==> config.mk <==
export PLATFORM = sky130hd
export DESIGN_NAME = cfm_fault_mgr
export DESIGN_NICKNAME = d
export VERILOG_FILES = /design/src/verilog/cfm_pkg.sv /design/src/verilog/cfm_cmp_if.sv /design/src/verilog/cfm_sync.sv /design/src/verilog/cfm_fault_mgr.sv
export VERILOG_INCLUDE_DIRS = /design/src /design/src/verilog
export SDC_FILE = /design/constraint.sdc
export NUM_CORES = 1
export LEC_CHECK = 0
export ABC_AREA = 1
export BUFFER_PORTS_ARGS = -buffer_cell sky130_fd_sc_hd__buf_4
export CORE_MARGIN = 2
export CORE_UTILIZATION = 45
export CTS_CLUSTER_DIAMETER = 150
export DETAILED_ROUTE_END_ITERATION = 16
export PLACE_DENSITY = 0.72
export SLEW_MARGIN = 20
export SYNTH_ARGS = -nofsm -noshare
export SYNTH_HDL_FRONTEND = slang
export SYNTH_SLANG_ARGS = --single-unit
==> constraint.sdc <==
create_clock -name i_clk -period 2.6 [get_ports i_clk]
set_clock_uncertainty 0.2 [all_clocks]
set_input_delay 0.39 -clock i_clk [delete_from_list [all_inputs] [get_ports i_clk]]
set_output_delay 0.39 -clock i_clk [all_outputs]
set_load 0.05 [all_outputs]
==> src/verilog/cfm_params.svh <==
/*
 * constants of the converter fault manager: comparator bit map, time figures and
 * cycle counts derived from them.
 * assumes a single 250 MHz system clock.
 */
`ifndef CFM_PARAMS_SVH
`define CFM_PARAMS_SVH

// ****************************************
// clock
// ****************************************
`define CFM_CLK_MHZ 250

// ****************************************
// times in their own units and derived cycle counts
// ****************************************
`define CFM_OVFILT_NS 400
`define CFM_OVFILT_CYC ((`CFM_OVFILT_NS * `CFM_CLK_MHZ + 999) / 1000)
`define CFM_BODG_US 50000
`define CFM_BODG_CYC (`CFM_BODG_US * `CFM_CLK_MHZ)
`define CFM_XCDDET_US 20000
`define CFM_XCDDET_CYC (`CFM_XCDDET_US * `CFM_CLK_MHZ)
`define CFM_UVP_US 6600
`define CFM_UVP_CYC (`CFM_UVP_US * `CFM_CLK_MHZ)
`define CFM_CNT_W 24
`define CFM_RESTART_RISES 3'h6

// ****************************************
// comparator bit map
// ****************************************
`define CFM_NCMP 10
`define CFM_B_OVV 0
`define CFM_B_OVI 1
`define CFM_B_BI 2
`define CFM_B_BO 3
`define CFM_B_PK 4
`define CFM_B_OC2 5
`define CFM_B_THM 6
`define CFM_B_PVL 7
`define CFM_B_LINE 8
`define CFM_B_HVMIN 9

`endif

==> src/verilog/cfm_pkg.sv <==
/*
 * types of the converter fault manager.
 * assumes nothing of its surroundings.
 */
package cfm_pkg;
	// main fault state
	typedef enum logic [2:0] {
		fs_wait_line,
		fs_run,
		fs_burst,
		fs_sec_hold,
		fs_auto,
		fs_cond_wait,
		fs_cond_cycle
	} cfm_state_t;
	// second level overcurrent tracker
	typedef enum logic {oc_idle, oc_warn} cfm_oc_t;
	// cause of a conditioned restart
	typedef enum logic [1:0] {cc_therm, cc_line_low, cc_discharge} cfm_cause_t;
endpackage

==> src/verilog/cfm_cmp_if.sv <==
/*
 * carrier for the protection comparator levels, raw and synchronised.
 * assumes the synchroniser and the fault manager share one clock.
 */
`include "cfm_params.svh"
interface cfm_cmp_if;
	logic [`CFM_NCMP-1:0] raw;
	logic [`CFM_NCMP-1:0] clean;
	modport sync (input raw, output clean);
	modport user (output raw, input clean);
endinterface

==> src/verilog/cfm_sync.sv <==
/*
 * three flop synchroniser with agreement filter for each comparator level.
 * assumes raw levels are asynchronous to i_clk.
 */
`include "cfm_params.svh"
module cfm_sync (
	input wire logic i_clk,     // system clock
	input wire logic i_rst_b,   // synchronous reset, low active
	cfm_cmp_if.sync port        // comparator levels
);
	// ****************************************
	// per bit chain
	// ****************************************
	genvar g;
	generate
		for (g = 0; g < `CFM_NCMP; g++) begin : g_bit
			logic s1, s2, s3, lvl;
			logic next_s1, next_s2, next_s3, next_lvl;
			// a change counts once second and third stage agree
			always_comb begin
				next_s1 = port.raw[g];
				next_s2 = s1;
				next_s3 = s2;
				next_lvl = (s2 == s3) ? s3 : lvl;
			end
			// registers of the chain
			always_ff @(posedge i_clk) begin
				if (!i_rst_b) begin
					s1 <= 1'h0;
					s2 <= 1'h0;
					s3 <= 1'h0;
					lvl <= 1'h0;
				end else begin
					s1 <= next_s1;
					s2 <= next_s2;
					s3 <= next_s3;
					lvl <= next_lvl;
				end
			end
			assign port.clean[g] = lvl;
		end
	endgenerate
endmodule

==> src/verilog/cfm_fault_mgr.sv <==
/*
 * converter fault manager: soft-start overvoltage filter, brown-in and brown-out,
 * peak clamp and second level overcurrent, thermistor, supply lockout, x-cap
 * discharge and restart policies for primary and secondary faults.
 * assumes comparator pins are asynchronous and all timing strobes and secondary
 * fault levels come from logic on i_clk.
 */
// Notes on behaviour
// overvoltage detection armed only in soft-start, off once secondary controls.
// overvoltage sense evaluated only during high-side on-time.
// flyback and forward detectors both armed; either raises the fault.
// fault only after detector asserted longer than filter time.
// flyback detector is the voltage threshold comparator.
// forward detector is the clamp current threshold comparator.
// no conversion until line rises above brown-in level.
// line below brown-out beyond mask time stops until brown-in again.
// after blanking, peak clamp drops low-side gate; operation continues.
// second level trip warns; clean next cycle idles, second trip stops.
// confirmed second level overcurrent uses auto-restart.
// thermistor low stops conversion under conditioned restart.
// primary supply below off level enters auto-restart.
// primary overvoltage stops switching into burst; no secondary means lockout. Here burst ends in auto-restart once the primary supply falls.
// soft-start end without secondary signal is an auto-restart fault.
// brown-out and discharge use conditioned restart and clear other faults.
// secondary overcurrent opens load switch, else primary overcurrent covers.
// secondary overvoltage holds until output back in safe range.
// secondary undervoltage lasting 6.6 ms stops until primary restart.
// secondary supply lockout stops until primary restart.
// secondary overtemperature keeps switching, opens load switch, sends hard reset.
// after disconnect wait discharge delay, discharge until line minimum or reconnect.
// auto-restart waits six supply fall-and-rise cycles.
// conditioned restart waits for clear, then one supply cycle.
// comparator outputs synchronised before any use.
`include "cfm_params.svh"
module cfm_fault_mgr #(
	parameter logic [`CFM_CNT_W-1:0] BODG_CYC = `CFM_CNT_W'(`CFM_BODG_CYC),
	parameter logic [`CFM_CNT_W-1:0] XCDDET_CYC = `CFM_CNT_W'(`CFM_XCDDET_CYC),
	parameter logic [`CFM_CNT_W-1:0] UVP_CYC = `CFM_CNT_W'(`CFM_UVP_CYC)
) (
	input wire logic i_clk,                  // system clock, 250 MHz
	input wire logic i_rst_b,                // synchronous reset, low active
	input wire logic i_ov_volt_cmp,          // aux sense above voltage threshold
	input wire logic i_ov_curr_cmp,          // aux clamp current above threshold
	input wire logic i_line_above_bi,        // line sense above brown-in peak
	input wire logic i_line_below_bo,        // line sense below brown-out level
	input wire logic i_peak_clamp_cmp,       // current sense above peak clamp level
	input wire logic i_second_level_cmp,     // current sense above second level
	input wire logic i_thermistor_low,       // thermistor sense below threshold
	input wire logic i_supply_low,           // primary supply rail below off level
	input wire logic i_line_present,         // mains connection detected
	input wire logic i_line_below_min,       // line sense pin below minimum
	input wire logic i_hs_on,                // high-side switch on-time
	input wire logic i_cycle_start,          // pulse at each switching cycle start
	input wire logic i_leb_done,             // blanking time elapsed in this cycle
	input wire logic i_gate_demand,          // low-side gate request from loop
	input wire logic i_soft_start,           // primary soft-start in progress
	input wire logic i_sec_in_control,       // secondary drives conversion
	input wire logic i_ss_end,               // soft-start ramp at end level
	input wire logic i_sec_signal,           // signalling seen from secondary
	input wire logic i_sec_ocp,              // secondary overcurrent
	input wire logic i_load_switch_fitted,   // load switch present
	input wire logic i_sec_ovp,              // secondary overvoltage
	input wire logic i_sec_out_safe,         // output back in safe range
	input wire logic i_sec_uvp,              // secondary output undervoltage
	input wire logic i_sec_uvlo,             // secondary supply lockout
	input wire logic i_sec_otp,              // secondary overtemperature
	output logic o_low_side_gate_on,         // low-side gate, registered
	output logic o_switch_en,                // switching allowed, registered
	output logic o_burst,                    // burst after primary overvoltage
	output logic o_load_switch_open,         // open the load switch, registered
	output logic o_hard_reset,               // one cycle hard reset request
	output logic o_discharge_en,             // discharge through line sense pin
	output logic o_ocp_warning,              // second level warning state
	output cfm_pkg::cfm_state_t o_state      // fault state, registered
);
	import cfm_pkg::*;

	// ****************************************
	// comparator synchronisation
	// ****************************************
	cfm_cmp_if cmp ();
	logic ovv, ovi, bi, bo, pk, oc2, thm, pvl, line, hvmin;
	// raw levels in, clean levels out, msb first in the order of the bit map
	assign cmp.raw = {i_line_below_min, i_line_present, i_supply_low, i_thermistor_low,
		i_second_level_cmp, i_peak_clamp_cmp, i_line_below_bo, i_line_above_bi,
		i_ov_curr_cmp, i_ov_volt_cmp};
	assign {hvmin, line, pvl, thm, oc2, pk, bo, bi, ovi, ovv} = cmp.clean;
	// every comparator passes four flops before use, three synchroniser stages and the filter flop
	cfm_sync u_sync (
		.i_clk(i_clk),
		.i_rst_b(i_rst_b),
		.port(cmp.sync)
	);
	// ****************************************
	// timers: overvoltage filter, brown-out mask, undervoltage, discharge
	// ****************************************
	cfm_state_t state, next_state;
	logic [`CFM_CNT_W-1:0] ov_cnt, bo_cnt, uvp_cnt, xcd_cnt;
	logic [`CFM_CNT_W-1:0] next_ov_cnt, next_bo_cnt, next_uvp_cnt, next_xcd_cnt;
	logic dis_on, dis_done, next_dis_on, next_dis_done;
	logic ov_armed, ov_det, ov_fault, bo_fault, uvp_fault, xcd_start;
	localparam logic [`CFM_CNT_W-1:0] OVF_CYC = `CFM_CNT_W'(`CFM_OVFILT_CYC);
	// detector gating and filter comparisons
	always_comb begin
		ov_armed = i_soft_start && !i_sec_in_control;
		ov_det = ov_armed && i_hs_on && (ovv || ovi);
		ov_fault = ov_det && (ov_cnt >= OVF_CYC);
		bo_fault = bo && (state != fs_wait_line) && (bo_cnt >= BODG_CYC);
		uvp_fault = i_sec_uvp && (uvp_cnt >= UVP_CYC);
		xcd_start = !line && !dis_on && !dis_done && (xcd_cnt >= XCDDET_CYC);
	end
	// next values of the timers
	always_comb begin
		next_ov_cnt = (ov_det && !ov_fault) ? ov_cnt + 1'b1 : '0;
		next_bo_cnt = (bo && state != fs_wait_line && !bo_fault) ? bo_cnt + 1'b1 : '0;
		next_uvp_cnt = (i_sec_uvp && !uvp_fault) ? uvp_cnt + 1'b1 : '0;
		next_dis_on = dis_on;
		next_dis_done = dis_done;
		next_xcd_cnt = xcd_cnt;
		if (line) begin
			// reconnection ends discharge and rearms the delay
			next_dis_on = 1'b0;
			next_dis_done = 1'b0;
			next_xcd_cnt = '0;
		end else if (dis_on) begin
			if (hvmin) begin
				next_dis_on = 1'b0;
				next_dis_done = 1'b1;
			end
		end else if (xcd_start) begin
			next_dis_on = !hvmin;
			next_dis_done = hvmin;
		end else if (!dis_done) begin
			next_xcd_cnt = xcd_cnt + 1'b1;
		end
	end
	// timer registers
	always_ff @(posedge i_clk) begin
		if (!i_rst_b) begin
			ov_cnt <= '0;
			bo_cnt <= '0;
			uvp_cnt <= '0;
			xcd_cnt <= '0;
			dis_on <= 1'b0;
			dis_done <= 1'b0;
		end else begin
			ov_cnt <= next_ov_cnt;
			bo_cnt <= next_bo_cnt;
			uvp_cnt <= next_uvp_cnt;
			xcd_cnt <= next_xcd_cnt;
			dis_on <= next_dis_on;
			dis_done <= next_dis_done;
		end
	end

	// ****************************************
	// overcurrent: peak clamp cut and second level tracker
	// ****************************************
	cfm_oc_t oc_state, next_oc_state;
	logic oc_in_next, next_oc_in_next, oc_fault;
	logic cut, next_cut, next_gate;
	// gate cut after blanking, released at cycle start; no fault raised
	always_comb begin
		next_cut = cut;
		if (i_cycle_start) begin
			next_cut = 1'b0;
		end else if (i_leb_done && pk) begin
			next_cut = 1'b1;
		end
		next_gate = i_gate_demand && (next_state == fs_run) && !next_cut;
	end
	// warning, clean cycle back to idle, second trip confirms
	always_comb begin
		next_oc_state = oc_state;
		next_oc_in_next = oc_in_next;
		oc_fault = 1'b0;
		case (oc_state)
			oc_idle: begin
				next_oc_in_next = 1'b0;
				if (oc2 && state == fs_run) begin
					next_oc_state = oc_warn;
				end
			end
			oc_warn: begin
				if (oc_in_next && oc2) begin
					oc_fault = 1'b1;
					next_oc_state = oc_idle;
				end else if (i_cycle_start && oc_in_next) begin
					next_oc_state = oc_idle;
				end else if (i_cycle_start) begin
					next_oc_in_next = 1'b1;
				end
			end
			default: next_oc_state = oc_idle;
		endcase
		if (state != fs_run) begin
			next_oc_state = oc_idle;
		end
	end
	// overcurrent registers
	always_ff @(posedge i_clk) begin
		if (!i_rst_b) begin
			oc_state <= oc_idle;
			oc_in_next <= 1'b0;
			cut <= 1'b0;
			o_low_side_gate_on <= 1'b0;
		end else begin
			oc_state <= next_oc_state;
			oc_in_next <= next_oc_in_next;
			cut <= next_cut;
			o_low_side_gate_on <= next_gate;
		end
	end
	assign o_ocp_warning = (oc_state == oc_warn);

	// ****************************************
	// fault state and restart policies
	// ****************************************
	cfm_cause_t cause, next_cause;
	logic [2:0] rises, next_rises;
	logic fell, next_fell, pvl_q, pvl_rise, cond_clear, auto_fault;
	logic otp_q, next_ls_open, next_hr;
	// supply rail back above off level after a fall
	assign pvl_rise = pvl_q && !pvl;
	// event selection and condition clearing
	always_comb begin
		auto_fault = oc_fault || pvl || uvp_fault || i_sec_uvlo
			|| (i_ss_end && !i_sec_signal);
		case (cause)
			cc_therm: cond_clear = !thm;
			cc_line_low: cond_clear = bi;
			default: cond_clear = line;
		endcase
	end
	// state transitions
	always_comb begin
		next_state = state;
		next_cause = cause;
		next_rises = rises;
		next_fell = fell;
		if (bo_fault || xcd_start) begin
			// overrides every pending fault
			next_state = fs_cond_wait;
			next_cause = bo_fault ? cc_line_low : cc_discharge;
			next_rises = 3'h0;
		end else begin
			case (state)
				fs_wait_line: begin
					if (bi && !pvl) begin
						next_state = fs_run;
					end
				end
				fs_run: begin
					if (ov_fault) begin
						next_state = fs_burst;
					end else if (auto_fault) begin
						next_state = fs_auto;
						next_rises = 3'h0;
					end else if (thm) begin
						next_state = fs_cond_wait;
						next_cause = cc_therm;
					end else if (i_sec_ovp) begin
						next_state = fs_sec_hold;
					end
				end
				fs_burst: begin
					if (pvl) begin
						next_state = fs_auto;
						next_rises = 3'h0;
					end
				end
				fs_sec_hold: begin
					if (pvl) begin
						next_state = fs_auto;
						next_rises = 3'h0;
					end else if (i_sec_out_safe && !i_sec_ovp) begin
						next_state = fs_run;
					end
				end
				fs_auto: begin
					if (pvl_rise) begin
						next_rises = rises + 3'h1;
						if (rises + 3'h1 == `CFM_RESTART_RISES) begin
							next_state = fs_wait_line;
						end
					end
				end
				fs_cond_wait: begin
					next_fell = 1'b0;
					if (cond_clear) begin
						next_state = fs_cond_cycle;
					end
				end
				fs_cond_cycle: begin
					if (!cond_clear) begin
						next_state = fs_cond_wait;
					end else if (fell && pvl_rise) begin
						next_state = fs_wait_line;
					end else if (pvl) begin
						next_fell = 1'b1;
					end
				end
				default: next_state = fs_wait_line;
			endcase
		end
		next_ls_open = (i_sec_ocp && i_load_switch_fitted) || i_sec_otp;
		next_hr = i_sec_otp && !otp_q;
	end
	// fault state registers
	always_ff @(posedge i_clk) begin
		if (!i_rst_b) begin
			state <= fs_wait_line;
			cause <= cc_therm;
			rises <= 3'h0;
			fell <= 1'b0;
			pvl_q <= 1'b0;
			otp_q <= 1'b0;
			o_switch_en <= 1'b0;
			o_burst <= 1'b0;
			o_load_switch_open <= 1'b0;
			o_hard_reset <= 1'b0;
		end else begin
			state <= next_state;
			cause <= next_cause;
			rises <= next_rises;
			fell <= next_fell;
			pvl_q <= pvl;
			otp_q <= i_sec_otp;
			o_switch_en <= (next_state == fs_run);
			o_burst <= (next_state == fs_burst);
			o_load_switch_open <= next_ls_open;
			o_hard_reset <= next_hr;
		end
	end
	assign o_discharge_en = dis_on;
	assign o_state = state;

	// ****************************************
	// checks
	// ****************************************
	localparam int OVF_INT = `CFM_OVFILT_CYC;
endmodule

==> results of run 1 <==
-- cell families after synthesis --
logic type / after synthesis / synth area share (%)
AO/OA/AOI/OAI: 105 / 8.489
flip-flops: 157 / 46.97
multiplexers: 1 / 0.1496
AND/OR/NAND/NOR: 438 / 30.16
adder cells (fa/ha/maj): 10 / 1.870
buffers and inverters: 162 / 9.424
other: 1 / 0.05604
XOR/XNOR: 22 / 2.880
-- repair_timing --
item                                   in CTS  in global routing
hold buffers                               15                  0
endpoints found under the hold margin      13                  0
setup endpoints to repair                   0                  0
-- state kept, by name, summed over array words and instances (netlist names), 2 cells and up --
name / count
o_state: 3
xcd_cnt: 24
u_sync.g_bit.lvl: 10
bo_cnt: 24
u_sync.g_bit.next_s2: 10
u_sync.g_bit.s3: 10
rises: 3
uvp_cnt: 24
ov_cnt: 24
cause: 2
u_sync.g_bit.next_s3: 10
-- routing by layer --
| layer | wire length, um | vias to the layer above |
|---|---|---|
| met4 | 299 | 0 |
| li1 | - | 2974 |
| met2 | 5856 | 67 |
| met5 | 0 | - |
| met1 | 6158 | 2503 |
| met3 | 406 | 21 |
-- layout make-up --
class | count | area share (%)
Timing Repair Buffer | 57 | 5.846
Sequential cell | 157 | 39.48
Clock inverter | 13 | 1.477
Tap cell | 184 | 2.892
Inverter | 149 | 7.072
Multi-Input combinational cell | 596 | 37.55
Clock buffer | 19 | 5.689
-- synthesized netlist by cell type (2+ instances only) --
master	count	share of area, %
o21ai_1	3	0.22
clkbuf_1	7	0.39
inv_1	144	8.1
nand2_2	7	0.65
nand4_1	15	1.4
nand3_1	50	3.7
nand2_1	165	9.3
and3_1	3	0.28
o21ai_0	33	2.5
o21a_1	4	0.45
nand3b_1	2	0.22
buf_2	2	0.15
nor4_1	6	0.56
nor3_2	8	1.2
nor2_2	6	0.56
xnor2_1	8	1.0
or2_2	6	0.56
nor3b_1	4	0.45
ha_1	10	1.9
dfxtp_1	157	47
nor3_1	32	2.4
a211oi_1	2	0.22
xor2_1	14	1.8
nor2_1	123	6.9
nand3_2	2	0.30
inv_2	2	0.11
buf_6	2	0.34
a21oi_1	54	4.0
nor3b_2	3	0.56
o21bai_1	3	0.34
-- worst register-to-register path, cell delays in order, from the launching register on --
cell and delay [ps]:
dfxtp_1 390, ha_1 200, nand3_1 120, inv_1 110, nand2_1 90, nor2_2 140, nand3_1 80, nor2_1 180
nand2_1 110, o21bai_1 190, o21a_1 150, a21oi_1 40
-- power breakdown --
| part | leakage, nW | switching (mW) | internal, mW |
|---|---|---|---|
| sequential | 1.28 | 0.0152 | 2.45 |
| clock | 0.280 | 1.07 | 1.31 |
| combinational | 1.82 | 0.0775 | 0.0679 |
| total | 3.38 | 1.16 | 3.82 |
-- how the worst max path moves through the flow --
stage / startpoint / endpoint / slack [ps]
after floorplan: o_state[2] / bo_cnt[22] / 580
after global placement: bo_cnt[0] / bo_cnt[20] / 560
after detailed placement: bo_cnt[0] / bo_cnt[20] / 510
after CTS: bo_cnt[0] / bo_cnt[20] / 470
after global routing: bo_cnt[0] / bo_cnt[20] / 300
final: i_load_switch_fitted / o_load_switch_open / 410
==> results.ini, run 1 <==
[run_status]
status=finished clean

[critical_path]
cp.depth=6
cp.required_ps=2710
worstPathCellList=dlygate4sd3_1, buf_4, nand3_1, dlygate4sd3_1, nand2_1, dlygate4sd3_1
cp-end-kind=register
cp_top_family=buffers and inverters
slowest_stage=dlygate4sd3_1
timing_worst_setup_path_type=input pin to register
slowest_delay_ps=560
reg2reg_slack_ps=490
path_buf_inv=4
r2r_cells=11
r2r_end=bo_cnt[20]
arrival_ps=2300
critPathLaunchType=input pin
r2r_start=bo_cnt[0]
crit_path_max_fanout=1
crit_top_cell=dlygate4sd3_1

[cts]
cts_buffers=17
clk_pin_slew_ps=60
clkLatencyLatePin_ps=430
post_cts_buffers=0
cts_resized=0
clock_path_buffers=2
cts_tree=built
cts.sinks=157
root_buffer=clkbuf_16
cts.htree.levels=4

[logic_synthesis]
ys_types=49
synth_edf_count=0
syn_area_um2=6691
syn_inst=896
ys_seq_area_share_pct=46.97
ys_async_sr_fraction_pct=0
ys_ff_latch=157
ys.flop_type=dfxtp_1
avgSynthCellArea_um2=7.468
yosysWarnings=0

[floorplanning]
io_pins=37
die_w_um=125.9
fp.dieH_um=125.9
initial_core_util_pct=46.04
rows=44
core_um2=14530
die-area_um2=15860

[global_routing]
grt_pass1_wl_mm=22.26
grtUsageMet3_pct=4.206
top_usage_layer=met2
grt_max_degree=28
antenna_found_initial=0
grt_overflow_total=0
use_met2_pct=27.89
grt_use_total_pct=17.06
grt_pass1_vias=5162
grtUsageMet1_pct=20.97

[power]
ir_worst_vdd_uv=433.1
leakage_nw=3.377
p_per_area_nw_per_um2=626.2
fin_total_pwr_mw=4.985

[cells_and_area]
nets=1015
mostFrequentLayoutCells=165 x nand2_1, 157 x dfxtp_1, 144 x inv_1
design_area_um2=7961
drive_above_1_share_pct=11.50
utilization_pct=54.78
final_common_cell=nand2_1
fill_cells=1376
regArea_um2=3143
areaGrowthSynthToFinish_pct=18.98
multi_input_area_um2=2989
fin_cells=1175
num_antenna_cells=0

[placement]
dp.final_hpwl_mm=8.909
port-buffer-count=36
dpl_worst_slack_ps=510.3
place_inst=1128
place.gp.congestion=0.8625
placed_area_um2=7241

[min_path]
min_path_cells=3
hp-class=input pin to register
hp-start=i_cycle_start
hold_path_end=oc_in_next

[sta]
period_share_pct=84.21
setup_ws_ps=410.5
hold-worst-slack_ps=48.65
min_period_ps=2190
grt_setup_unrepaired=false
max_clock_freq_mhz=456.7
finalSetupViolCount=0
hold_viol_final=0
tns_ps=0
final_max_slew_viol_count=0

[drt]
drcViolationCount=0
drt.antenna.violating_nets=0
viasPerCell=4.736
wl_mm=12.72
vias=5565
dr.first_iter.drc_count=349
routedWlPerCell_um=10.83
firstDrtPassIters=5

[job]
drv_cap=0

Power figures use the tool's default switching activity.
==> inputs of run 2 (changes only) <==
PLACE_DENSITY = 0.74   (was 0.72)
clock period = 1.87 ns   (was 2.6 ns; I/O delays follow)
==> run 2 against run 1 <==
- the flow now finishes with violations (negative setup slack)
- critical path depth increased by 6
- cell count increased by 8.8%
- cell area increased by 19%
- highest routed layer unchanged
- clock power increased by 42%
- setup slack got worse by 520 ps
- non-clock buffer count increased by 103
- register-to-register slack got worse by 600 ps
- sequential share of layout area decreased by 5.8 points
- combinational power increased by 63%
- largest power group unchanged
- die area unchanged
==> results.ini, run 2 (synthesized netlist as in run 1, its figures left out) <==
[run_status]
status=complete, but fails checks
violations=negative setup slack

[cts]
cts_buffers=17
clock_path_buffers=2
clkLatencyLatePin_ps=440
cts_tree=built
cts.sinks=157
cts.htree.levels=4
clk_pin_slew_ps=70
root_buffer=clkbuf_16

[global_routing]
grt_use_total_pct=18.48
grt_pass1_wl_mm=24.27
antenna_found_initial=0
grt_pass1_vias=5592
grt_max_degree=26
grt_overflow_total=0

[drt]
drt.antenna.violating_nets=0
routedWlPerCell_um=13.10
dr.first_iter.drc_count=392
viasPerCell=4.903
vias=6266
wl_mm=16.74
drcViolationCount=0
firstDrtPassIters=5

[floorplanning]
io_pins=37
die-area_um2=15860
rows=44
core_um2=14530
fp.dieH_um=125.9
initial_core_util_pct=46.04
die_w_um=125.9

[critical_path]
timing_worst_setup_path_type=register to register
cp-end-kind=register
critPathLaunchType=register
crit_path_max_fanout=8
cp.required_ps=1990
arrival_ps=2100

[cells_and_area]
regArea_um2=3196
mostFrequentLayoutCells=141 x nand2_1, 127 x inv_1, 127 x buf_4
drive_above_1_share_pct=33.27
areaGrowthSynthToFinish_pct=41.79
multi_input_area_um2=3583
final_common_cell=nand2_1
fin_cells=1278
nets=1118
num_antenna_cells=0
fill_cells=1119

[power]
p_per_area_nw_per_um2=742.7
leakage_nw=4.150
ir_worst_vdd_uv=652.3

[placement]
place_inst=1188
dp.final_hpwl_mm=9.756
place.gp.congestion=0.8744
port-buffer-count=36

[sta]
grt_setup_unrepaired=true
final_max_slew_viol_count=0
max_clock_freq_mhz=506.2
period_share_pct=105.7
min_period_ps=1976
finalSetupViolCount=28
hold_viol_final=0
setup_ws_ps=-105.7
tns_ps=-1448

[min_path]
hp-class=input pin to register

[job]
drv_cap=0

-- run 2: changes by cell type in the layout (fill, tap and decap cells not counted), sizes merged --
cell	change
buf	+101
clkbuf	-1
clkinv	+1
clkinvlp	+1
dlygate4sd3	+2
inv	-1
-- run 2: repair_timing --
action,CTS,global route
hold buffers,17,0
hold endpoints to repair,24,0
gates resized for setup,49,175
endpoints found under the setup margin,20,62
pin swaps,21,77
buffers inserted,15,30
-- run 2: stage by stage --
| step | worst slack, ps | utilization [%] | hold WS [ps] | cell area [um^2] | total power [mW] |
|---|---|---|---|---|---|
| 6_report | -105.7 | 65.28 | 26.14 | 9488 | 7.047 |
| 5_1_grt | -225.8 | 65.28 | 67.89 | 9488 | 7.269 |
| 4_1_cts | -101.8 | 60.06 | 18.93 | 8730 | 7.072 |
| 3_5_place_dp | -62.14 | 53.00 | 171.2 | 7704 | 3.693 |
| 3_3_place_gp | -30.67 | 53.00 | 170.9 | 7704 | 3.688 |
| 2_1_floorplan | 19.19 | - | 168.2 | 6775 | 3.596 |
-- run 2: final timing paths --
check | cells past startpoint | start | slack [ps] | endpoint
worst max-delay path | 12 | xcd_cnt[20] | -110 | xcd_cnt[21]
worst min-delay path | 5 | i_leb_done | 30 | cut
worst max register to register | 12 | xcd_cnt[20] | -110 | xcd_cnt[21]
worst min register to register | 1 | otp_q | 180 | o_hard_reset
-- run 2: routing by layer --
metal	share of wire (%)	up-vias	GRT usage (%)
met2	53	142	32.26
met5	0	-	0
met1	41	2891	21.79
li1	-	3189	-
met3	3.6	44	4.630
met4	2.7	0	7.240
-- run 2: worst max-delay path: stages, from the launching register on --
cell	delay, ps
dfxtp_1	320
nor2_2	150
nand2_2	100
nor2_4	120
nand3_1	100
nand3_2	110
nand2_4	80
nand2_8	160
clkinv_8	80
buf_4	150
nand3_2	80
nand2_1	50
nor3b_2	140
-- run 2: area by class of cell --
class	count	area share, %
multi-input combinational	596	37.77
sequential	157	33.68
timing repair buffer	160	13.82
inverter	149	6.119
clock buffer	18	4.629
tap	184	2.426
clock inverter	14	1.556
-- run 2: where the power goes --
group | total [mW] | leakage, nW | switching [mW] | internal [mW]
Sequential | 3.42 | 1.30 | 0.0244 | 3.40
Combinational | 0.236 | 2.57 | 0.122 | 0.114
Clock | 3.39 | 0.283 | 1.58 | 1.81
